==> config.mk <==
export PLATFORM = sky130hd
export DESIGN_NAME = srag_top
export DESIGN_NICKNAME = d
export VERILOG_FILES = /design/src/srag_pkg.sv /design/src/srag_ea_if.sv /design/src/srag_top.sv /design/src/srag_ea_adder.sv
export VERILOG_INCLUDE_DIRS = /design/src
export SDC_FILE = /design/constraint.sdc
export NUM_CORES = 1
export LEC_CHECK = 0
export ABC_AREA = 1
export BUFFER_PORTS_ARGS = -buffer_cell sky130_fd_sc_hd__buf_4
export CORE_ASPECT_RATIO = 0.75
export CORE_MARGIN = 2
export CORE_UTILIZATION = 40
export DETAILED_ROUTE_END_ITERATION = 16
export PLACE_DENSITY = 0.7
export SYNTH_ARGS = -nofsm -noshare
export SYNTH_HDL_FRONTEND = slang
export SYNTH_SLANG_ARGS = --single-unit
==> constraint.sdc <==
create_clock -name sys_clk -period 2.55 [get_ports sys_clk]
set_input_delay 0.3825 -clock sys_clk [delete_from_list [all_inputs] [get_ports sys_clk]]
set_output_delay 0.3825 -clock sys_clk [all_outputs]
set_load 0.005 [all_outputs]
==> src/srag_map.svh <==
/*
 * constants of the stack-relative address generator: prefix byte,
 * opcode columns and rows, instruction lengths and cycle counts.
 * assumes includers decode with these names; the checks in srag_top repeat the raw figures.
 */
`ifndef SRAG_MAP_SVH
`define SRAG_MAP_SVH

// ****************************************************************
// encoding
// ****************************************************************
`define SRAG_PREFIX      8'h9e
`define SRAG_COL_RMW1    4'h6
`define SRAG_COL_ALU2    4'hd
`define SRAG_COL_ALU1    4'he
`define SRAG_ROW_JMP     4'hc
`define SRAG_ROW_JSR     4'hd
`define SRAG_ROW_CMPBR   4'h1
`define SRAG_ROW_GAP_A   4'h2
`define SRAG_ROW_GAP_B   4'h5
`define SRAG_ROW_DECBR   4'hb
`define SRAG_ROW_TEST    4'hd
`define SRAG_ROW_GAP_C   4'he
`define SRAG_ZERO_BYTE   8'h00

// ****************************************************************
// lengths and cycles
// ****************************************************************
`define SRAG_LEN_SHORT   3'd3
`define SRAG_LEN_LONG    3'd4
`define SRAG_CYC_ALU1    4'd3
`define SRAG_CYC_ALU2    4'd4
`define SRAG_CYC_RMW1    4'd4
`define SRAG_CYC_TEST1   4'd3
`define SRAG_CYC_BR1     4'd5
`define SRAG_CYC_PREFIX  4'd1

`endif

==> src/srag_pkg.sv <==
/*
 * types of the stack-relative address generator.
 * assumes nothing of its surroundings.
 */
`default_nettype none

package srag_pkg;

  // decoder sequence
  typedef enum logic [1:0]
  {
    SRAG_IDLE,
    SRAG_OPC,
    SRAG_OFS_HI,
    SRAG_OFS_LO
  } srag_state_t;

  // operand class of the decoded opcode
  typedef enum logic [2:0]
  {
    SRAG_CL_NONE,
    SRAG_CL_ALU,
    SRAG_CL_RMW,
    SRAG_CL_TEST,
    SRAG_CL_BRANCH
  } srag_class_t;

endpackage : srag_pkg

`default_nettype wire

==> src/srag_ea_if.sv <==
/*
 * carrier between the decoder and its address adder.
 * assumes one adder and one user per instance.
 */
`timescale 1ns/100ps
`default_nettype none

interface srag_ea_if;
  logic [15:0] base;
  logic [15:0] offset;
  logic [15:0] ea;

  modport calc (input base, input offset, output ea);
  modport user (output base, output offset, input ea);
endinterface : srag_ea_if

`default_nettype wire

==> src/srag_top.sv <==
/*
 * stack-relative operand decoder: spots the prefix byte, decodes the
 * following opcode as its index-relative twin, gathers the offset
 * bytes and forms the effective address from the stack pointer.
 * assumes fetched bytes arrive in order, one per accepted cycle, and
 * that stack_pointer_reg is steady while the last offset byte arrives.
 */
// Functional notes
// RL1 - short stack mode is three bytes: prefix, opcode, one unsigned offset
// RL2 - short address is stack pointer plus zero-extended offset byte
// RL3 - each stack form takes one cycle more than its index twin
// RL4 - long stack mode is four bytes: prefix, opcode, two offset bytes
// RL5 - long address is stack pointer plus the 16-bit offset word
// RL6 - opcode part is prefix then opcode; offset starts at byte three
// RL7 - accumulator and index-low operations accept short and long offsets
// RL8 - read-modify-write, branch-on-memory and test accept short offset only
// RL9 - logical left shift is the arithmetic left shift, one encoding
// RL10 - long offset: first byte is high, second byte is low
// RL11 - one fixed prefix selects stack form of the index opcode
// RL12 - address sum wraps modulo 65536
`timescale 1ns/100ps
`default_nettype none
`include "srag_map.svh"

module srag_top
  import srag_pkg::*;
(
  // clock and reset
  input  wire logic        sys_clk,
  input  wire logic        rst_n,
  input  wire logic        ce,
  // fetched instruction bytes
  input  wire logic        fetch_valid,
  input  wire logic [7:0]  fetch_byte,
  // stack pointer of the core
  input  wire logic [15:0] stack_pointer_reg,
  // decoded result
  output logic             ea_valid,
  output logic [15:0]      ea,
  output logic [7:0]       ea_op,
  output srag_class_t      ea_class,
  output logic             ea_long,
  output logic [2:0]       inst_len,
  output logic [3:0]       cycle_count,
  output logic             illegal,
  output logic             busy
);

  // ****************************************************************
  // decode
  // ****************************************************************
  srag_state_t state;
  srag_class_t dec_class;
  logic        dec_long;
  logic [3:0]  dec_cycles;
  logic        byte_ok;
  logic [7:0]  hi_byte;
  logic [15:0] offset_cur;

  assign byte_ok = ce & fetch_valid;
  assign busy    = (state != SRAG_IDLE);

  // opcode column picks offset size, row picks the operation;
  // both shift-left names share one row so nothing tells them apart
  always_comb
  begin
    dec_class  = SRAG_CL_NONE;
    dec_long   = 1'b0;
    dec_cycles = `SRAG_CYC_ALU1;
    unique case (fetch_byte[7:4])
      `SRAG_COL_ALU1:
      begin
        if (fetch_byte[3:0] != `SRAG_ROW_JMP && fetch_byte[3:0] != `SRAG_ROW_JSR)
          dec_class = SRAG_CL_ALU;  // [RL7] [RL11]
        dec_cycles = `SRAG_CYC_ALU1;
      end
      `SRAG_COL_ALU2:
      begin
        if (fetch_byte[3:0] != `SRAG_ROW_JMP && fetch_byte[3:0] != `SRAG_ROW_JSR)
          dec_class = SRAG_CL_ALU;  // [RL7]
        dec_long   = 1'b1;
        dec_cycles = `SRAG_CYC_ALU2;
      end
      `SRAG_COL_RMW1:
      begin
        unique case (fetch_byte[3:0])
          `SRAG_ROW_GAP_A, `SRAG_ROW_GAP_B, `SRAG_ROW_GAP_C:
            dec_class = SRAG_CL_NONE;
          `SRAG_ROW_CMPBR, `SRAG_ROW_DECBR:
          begin
            dec_class  = SRAG_CL_BRANCH;  // [RL8]
            dec_cycles = `SRAG_CYC_BR1;
          end
          `SRAG_ROW_TEST:
          begin
            dec_class  = SRAG_CL_TEST;  // [RL8]
            dec_cycles = `SRAG_CYC_TEST1;
          end
          default:
          begin
            dec_class  = SRAG_CL_RMW;  // [RL8] [RL9]
            dec_cycles = `SRAG_CYC_RMW1;
          end
        endcase
      end
      default:
        dec_class = SRAG_CL_NONE;
    endcase
  end

  // ****************************************************************
  // sequence
  // ****************************************************************
  // byte order prefix, opcode, then offset from the third byte on
  always_ff @(posedge sys_clk or negedge rst_n)
  begin
    if (!rst_n)
      state <= SRAG_IDLE;
    else if (byte_ok)
    begin
      unique case (state)
        SRAG_IDLE:
          if (fetch_byte == `SRAG_PREFIX)
            state <= SRAG_OPC;  // [RL11] [RL6]
        SRAG_OPC:
          if (dec_class == SRAG_CL_NONE)
            state <= SRAG_IDLE;
          else if (dec_long)
            state <= SRAG_OFS_HI;  // [RL4]
          else
            state <= SRAG_OFS_LO;  // [RL1]
        SRAG_OFS_HI:
          state <= SRAG_OFS_LO;
        SRAG_OFS_LO:
          state <= SRAG_IDLE;
      endcase
    end
  end

  // opcode details held until the offset is complete
  always_ff @(posedge sys_clk or negedge rst_n)
  begin
    if (!rst_n)
    begin
      ea_op       <= 8'h00;
      ea_class    <= SRAG_CL_NONE;
      ea_long     <= 1'b0;
      inst_len    <= 3'd0;
      cycle_count <= 4'd0;
    end
    else if (byte_ok && state == SRAG_OPC && dec_class != SRAG_CL_NONE)
    begin
      ea_op       <= fetch_byte;  // index twin code
      ea_class    <= dec_class;
      ea_long     <= dec_long;
      inst_len    <= dec_long ? `SRAG_LEN_LONG : `SRAG_LEN_SHORT;  // [RL1] [RL4]
      cycle_count <= dec_cycles + `SRAG_CYC_PREFIX;  // [RL3]
    end
  end

  // first offset byte of a long form is the high half
  always_ff @(posedge sys_clk or negedge rst_n)
  begin
    if (!rst_n)
      hi_byte <= 8'h00;
    else if (byte_ok && state == SRAG_OFS_HI)
      hi_byte <= fetch_byte;  // [RL10]
  end

  // ****************************************************************
  // address
  // ****************************************************************
  srag_ea_if ea_bus ();

  // short offset is zero-extended, never sign-extended
  assign offset_cur    = ea_long ? {hi_byte, fetch_byte}
                                 : {`SRAG_ZERO_BYTE, fetch_byte};  // [RL2] [RL5] [RL10]
  assign ea_bus.base   = stack_pointer_reg;
  assign ea_bus.offset = offset_cur;

  srag_ea_adder #(
    .AW (16)
  ) u_adder (
    .bus (ea_bus.calc)
  );

  // result pulse lasts one enabled cycle; frozen with ce low
  always_ff @(posedge sys_clk or negedge rst_n)
  begin
    if (!rst_n)
    begin
      ea_valid <= 1'b0;
      ea       <= 16'h0000;
      illegal  <= 1'b0;
    end
    else if (ce)
    begin
      ea_valid <= fetch_valid && state == SRAG_OFS_LO;
      illegal  <= fetch_valid && state == SRAG_OPC && dec_class == SRAG_CL_NONE;
      if (fetch_valid && state == SRAG_OFS_LO)
        ea <= ea_bus.ea;  // [RL12]
    end
  end
endmodule : srag_top

`default_nettype wire

==> src/srag_ea_adder.sv <==
/*
 * effective address adder: base plus unsigned offset, 16-bit wrap.
 * assumes both operands are already zero-extended by the user.
 */
`timescale 1ns/100ps
`default_nettype none

module srag_ea_adder
  import srag_pkg::*;
#(
  parameter int AW = 16
)
(
  // operands and sum
  srag_ea_if.calc bus
);

  logic [AW:0] full_sum;

  // carry out of the top bit is dropped on purpose
  assign full_sum = {1'b0, bus.base} + {1'b0, bus.offset};
  assign bus.ea   = full_sum[AW-1:0];  // [RL12] [RL2] [RL5]

endmodule : srag_ea_adder

`default_nettype wire

==> results of run 1 <==
worst paths after layout:
kind                                    to  slack, ns      from
worst max-delay path                ea[13]       0.58   ea_long
worst min-delay path                ea[14]       0.04     rst_n
worst max register to register      ea[13]       0.58   ea_long
worst min register to register    ea_op[6]       0.48  ea_op[6]
max in group asynchronous       hi_byte[6]       2.08     rst_n
min in group sys_clk              ea_valid       0.27        ce
layout by cell type, fill, tap and decap left out, types with 5 or more instances in the layout:
cell      count
buf_4        65
o21ai_0      17
dfrtp_1      45
ha_1         16
xnor2_1       5
nand2_1     156
a21oi_1      11
clkbuf_8      5
inv_1        53
nand2_2      12
nand3_1      40
nor2_1       18
report_power, final:
group / switching [µW] / internal (µW) / leakage (µW)
Clock: 292 / 301 / 0.0000603
Combinational: 473 / 506 / 0.00147
Sequential: 170 / 991 / 0.000577
Total: 934 / 1800 / 0.00210
through the flow:
stage	area, µm²	worst slack, ns	total power (µW)
after floorplan	2938	0.7588	1656
after global placement	3487	0.5150	2136
after detailed placement	3487	0.4788	2164
after CTS	3606	0.5884	2764
after global routing	3606	0.3464	2962
final	3606	0.5768	2733
metal layers:
metal	wire, µm	track usage	part of all wire
met1	3658	0.2885	0.50
met2	3080	0.2864	0.42
met3	457	0.05254	0.063
met4	53	0.03553	0.0073
met5	0	0	0
sequential cells by signal (all words and copies together) (netlist names), named ones only:
| register | flops |
|---|---|
| cycle_count | 4 |
| illegal | 1 |
| ea_class | 3 |
| state | 1 |
| ea_long | 1 |
| hi_byte | 8 |
| inst_len | 1 |
| ea_op | 8 |
| ea_valid | 1 |
| ea | 16 |
critical path, stage by stage, from the launching register on:
cell	delay, ns
dfrtp_1	0.52
nand2_1	0.11
inv_1	0.04
ha_1	0.31
nand2_1	0.12
inv_1	0.06
a21oi_1	0.24
nor2_1	0.09
nor2_1	0.14
nand3_1	0.09
nand3_1	0.09
nand2_1	0.05
synthesized netlist by cell type, types with 2 or more instances:
cell      number  area share
a21oi_1       11       0.019
inv_1         53       0.068
xor2_1         2      0.0060
buf_4          3      0.0077
xnor2_1        5       0.015
inv_2          4      0.0051
nand2_2       12       0.026
nand2_1      156        0.20
o21ai_0       17       0.029
nand3_1       40       0.068
clkbuf_1       2      0.0026
nand4_1        4      0.0085
nor3_1         4      0.0068
nor2_1        18       0.023
nand3b_1       3      0.0077
buf_2          3      0.0051
nor2_2         4      0.0085
dfrtp_1       45        0.38
and2_1         2      0.0043
ha_1          16       0.068
final cells by class:
class	count	area [µm²]	area share
Clock buffer	5	68.82	0.01908
Clock inverter	3	50.05	0.01388
Inverter	57	214.0	0.05933
Multi-Input combinational cell	302	1533	0.4251
Sequential cell	45	1126	0.3123
Tap cell	101	126.4	0.03505
Timing Repair Buffer	65	488.0	0.1353
cells by family after synthesis:
logic type      Yosys count  synth area share
flops                    45            0.3833
simple gates            248            0.3735
fa+ha+maj                17           0.07496
xor+xnor                  7           0.02087
buf+inv                  66           0.09497
compound gates           30           0.05239
==> run metrics, run 1 <==
setup violators final 0; vias after detailed routing 2751; I/O pins 66; total of warnings raised by yosys 0; register bit count reported by yosys 45; # rows 27; vias in the first global route 2559; Slew headroom 0.5695; hold_buf cts 0; Slew Viols, Final 0; # diodes 0; initial antenna violation count 0; post-route ant nets 0; # nets final 521; hold slack final 0.03525 ns; DR WL/cell 12.54 µm; Avg Inst Size Synth 7.113 µm²; Worst-path clk slew 0.10 ns; CTS tree built; core area 0.007229 mm²; kind of critical path flip-flop to flip-flop; Root Buffer clkbuf_8; Distinct cells, synth 29; Core Util, Final 0.4988; Max-cap violations 0; Hold Fails Final Rpt 0; Critical Path Fanout Max 11; Hold WC Path Type primary input to async pin; syn nets 458; DIE HEIGHT 78.22 µm; Inserted Clock Buffers 5; clock buffer depth 2; post-CTS sizing 0; Chip Width 103.0 µm; final worst path period share 0.7738; All-Layer GR Usage 0.1946; CP endpoint kind flip-flop; Routed WL 7250 µm; port bufs 65; vias per inst 4.760; final worst path period need 1.973 ns; clock sinks 45; Initial Util 0.4064; Synth Instances 413; filler cell count 751; reg2reg path depth 11; Slew @ Worst Pin 0.6451 ns; routability cong. 0.8180; H-tree Lvls 2; Post-synth EDFFs 0; Cells after DPL 570; crit path DAT 2.20 ns; register area share after synthesis 0.3833; Main synth FF type dfrtp_1; DRT Pass-1 Iters 4; share of layout cells above drive strength 1 0.2055; status complete, no violations; clk_skew 0.008693 ns; Post-route DRC 0; later-pin clock latency in the skew report 0.32 ns; PwrDens 757.8 mW/mm²; total negative slack 0 ns; Lkg Pwr 0.002105 µW; setup bufs post-CTS 0; area grow syn2layout 22.74%; unrepaired setup endpoints after global routing false; Die ar. 0.008054 mm²; mapped cell area 0.002938 mm²; grt total ovfl 0; fmax 506.8 MHz; CP startpoint kind flip-flop; peak supply drop 0.3470 mV; first-pass GRT wire length 12190 µm; DP HPWL 5649 µm; critical path data required time 2.77 ns; fin cells 578; Post-synth ARST share 1.000; pin count of the biggest net entering global routing 46; Iter 0 DRT Violations 148
Power figures use the tool's default switching activity.
==> run 2, diff against run 1 <==
clock period = 2 ns   (was 2.55 ns; I/O delays follow)
==> run metrics, run 2 (synthesis gave the netlist of run 1 again) <==
routability cong. 0.8797; CP startpoint kind flip-flop; CTS tree built; Slew @ Worst Pin 0.5841 ns; placed cell area 0.003525 mm²; Largest register FFs 16; FF-to-FF Start ea_long; pin count of the biggest net entering global routing 46; post-route setup slack 0.2039 ns; I/O pins 66; Cells after DPL 575; Critical Path Fanout Max 6; top flop regs ea: 16 flops, ea_op: 8 flops, hi_byte: 8 flops; All-Layer GR Usage 0.1910; R2R Path End ea[15]; post-route ant nets 0; filler cell count 754; vias after detailed routing 2765; peak supply drop 0.4619 mV; area grow syn2layout 25.68%; Storage cell area 0.001127 mm²; fmax 556.8 MHz; # diodes 0; area taken by multi-input logic gates 0.001575 mm²; later-pin clock latency in the skew report 0.30 ns; clock buffer depth 2; Slew headroom 0.6106; crit path DAT 2.00 ns; clk_skew 0.006948 ns; clock share of power 0.211; final worst path period need 1.796 ns; commonest non-fill, non-tap cell in the layout nand2_1; reg2reg path depth 11; DRT Pass-1 Iters 5; Switching Fraction 0.3379; vias per inst 4.735; Initial Util 0.4064; Pint 2315 µW; unrepaired setup endpoints after global routing false; Worst-path clk slew 0.10 ns; design area 0.003692 mm²; grt total ovfl 0; port bufs 65; CP max stage cell dfrtp_2; clock sinks 45; Place WS -0.01035 ns; critical path data required time 2.20 ns; Hold WC Path Type primary input to async pin; setup violators final 0; Slew Viols, Final 0; most frequent cells in the layout nand2_1 (156), buf_4 (70), inv_1 (53), dfrtp_1 (44), nand3_1 (40); Lkg Pwr 0.002135 µW; initial antenna violation count 0; first-pass GRT wire length 12170 µm; Inserted Clock Buffers 5; reg2reg setup slack 0.20 ns; kind of critical path flip-flop to flip-flop; Post-route DRC 0; DR WL/cell 12.48 µm; Die ar. 0.008054 mm²; PwrDens 947.1 mW/mm²; Comb pwr share 0.366; final worst path period share 0.8980; # nets final 527; largest stage delay on the critical path 0.45 ns; Root Buffer clkbuf_8; hold slack final -0.01692 ns; Most flops, register ea; Net Sw Power 1181 µW; Iter 0 DRT Violations 100; Seq pwr share 0.423; Routed WL 7289 µm; violated checks negative hold slack; crit path cell chain nand2_1 -> inv_1 -> ha_1 -> inv_1 -> nor3_2 -> and2_1 -> nand2_1 -> nand2_1 -> nand2_1 -> nand3_1 -> nand2_1; Hold Fails Final Rpt 14; Max-cap violations 0; Chip Width 103.0 µm; most frequent cell on the critical path nand2_1; core area 0.007229 mm²; total negative slack 0 ns; H-tree Lvls 2; share of layout cells above drive strength 1 0.2298; vias in the first global route 2575; DP HPWL 5702 µm; CP endpoint kind flip-flop; # rows 27; status complete, but fails checks; DIE HEIGHT 78.22 µm; fin cells 584
run 2: changes by cell type in the layout (fill, tap and decap cells not counted):
cell      delta
buf_4        +5
a21oi_1      -2
a21oi_2      +2
ha_1         -2
ha_4         +2
nor3_1       -2
nor3_2       +2
clkbuf_2     +1
dfrtp_1      -1
dfrtp_2      +1
run 2: timing repair:
item / CTS / global route
endpoints found under the setup margin: 0 / 3
resized for setup: 0 / 8
hold buffers: 0 / 0
setup buffers: 0 / 1
endpoints found under the hold margin: 0 / 0
run 2: cell type report:
cell class                      count  share of cell area
Sequential cell                    45              0.3053
Tap cell                          101             0.03423
Timing Repair Buffer               71              0.1437
Inverter                           57             0.05795
Multi-Input combinational cell    302              0.4266
Clock buffer                        5             0.01864
Clock inverter                      3             0.01355
run 2: stage by stage:
| step | total power, µW | utilization |
|---|---|---|
| floorplan | 2111 | - |
| global placement | 2743 | 0.4875 |
| detailed placement | 2774 | 0.4875 |
| CTS | 3532 | 0.5040 |
| global route | 3796 | 0.5107 |
| finish | 3497 | 0.5107 |
run 2: worst max path at each step:
stage | from | to | slack [ns]
after floorplan | ea_long | ea[13] | 0.25
after global placement | fetch_byte[0] | ea[8] | 0.05
after detailed placement | fetch_byte[0] | ea[8] | -0.01
after CTS | ea_long | ea[15] | 0.08
after global routing | ea_long | ea[15] | 0.01
final | ea_long | ea[15] | 0.20
run 2: worst max-delay path: cells and delay by family (launching register included):
family | cells | cell delay, ns
adder cells (fa/ha/maj) | 1 | 0.35
AND/OR/NAND/NOR | 8 | 0.74
buffers and inverters | 2 | 0.15
flip-flops | 1 | 0.45
run 2: power groups by stage:
| stage | combinational [µW] | clock, µW | sequential (µW) |
|---|---|---|---|
| 2_1_floorplan | 621 | 0 | 1490 |
| 3_3_place_gp | 1260 | 0 | 1490 |
| 3_5_place_dp | 1280 | 0 | 1500 |
| 4_1_cts | 1280 | 767 | 1480 |
| 5_1_grt | 1460 | 804 | 1530 |
| 6_report | 1280 | 739 | 1480 |
run 2: per-layer routing:
metal | wire, µm | up-vias | GRT usage
li1 | - | 1434 | -
met1 | 3640 | 1266 | 0.2890
met3 | 410 | 5 | 0.03295
met2 | 3190 | 60 | 0.2870
met4 | 48 | 0 | 0.03684
met5 | 0 | - | 0
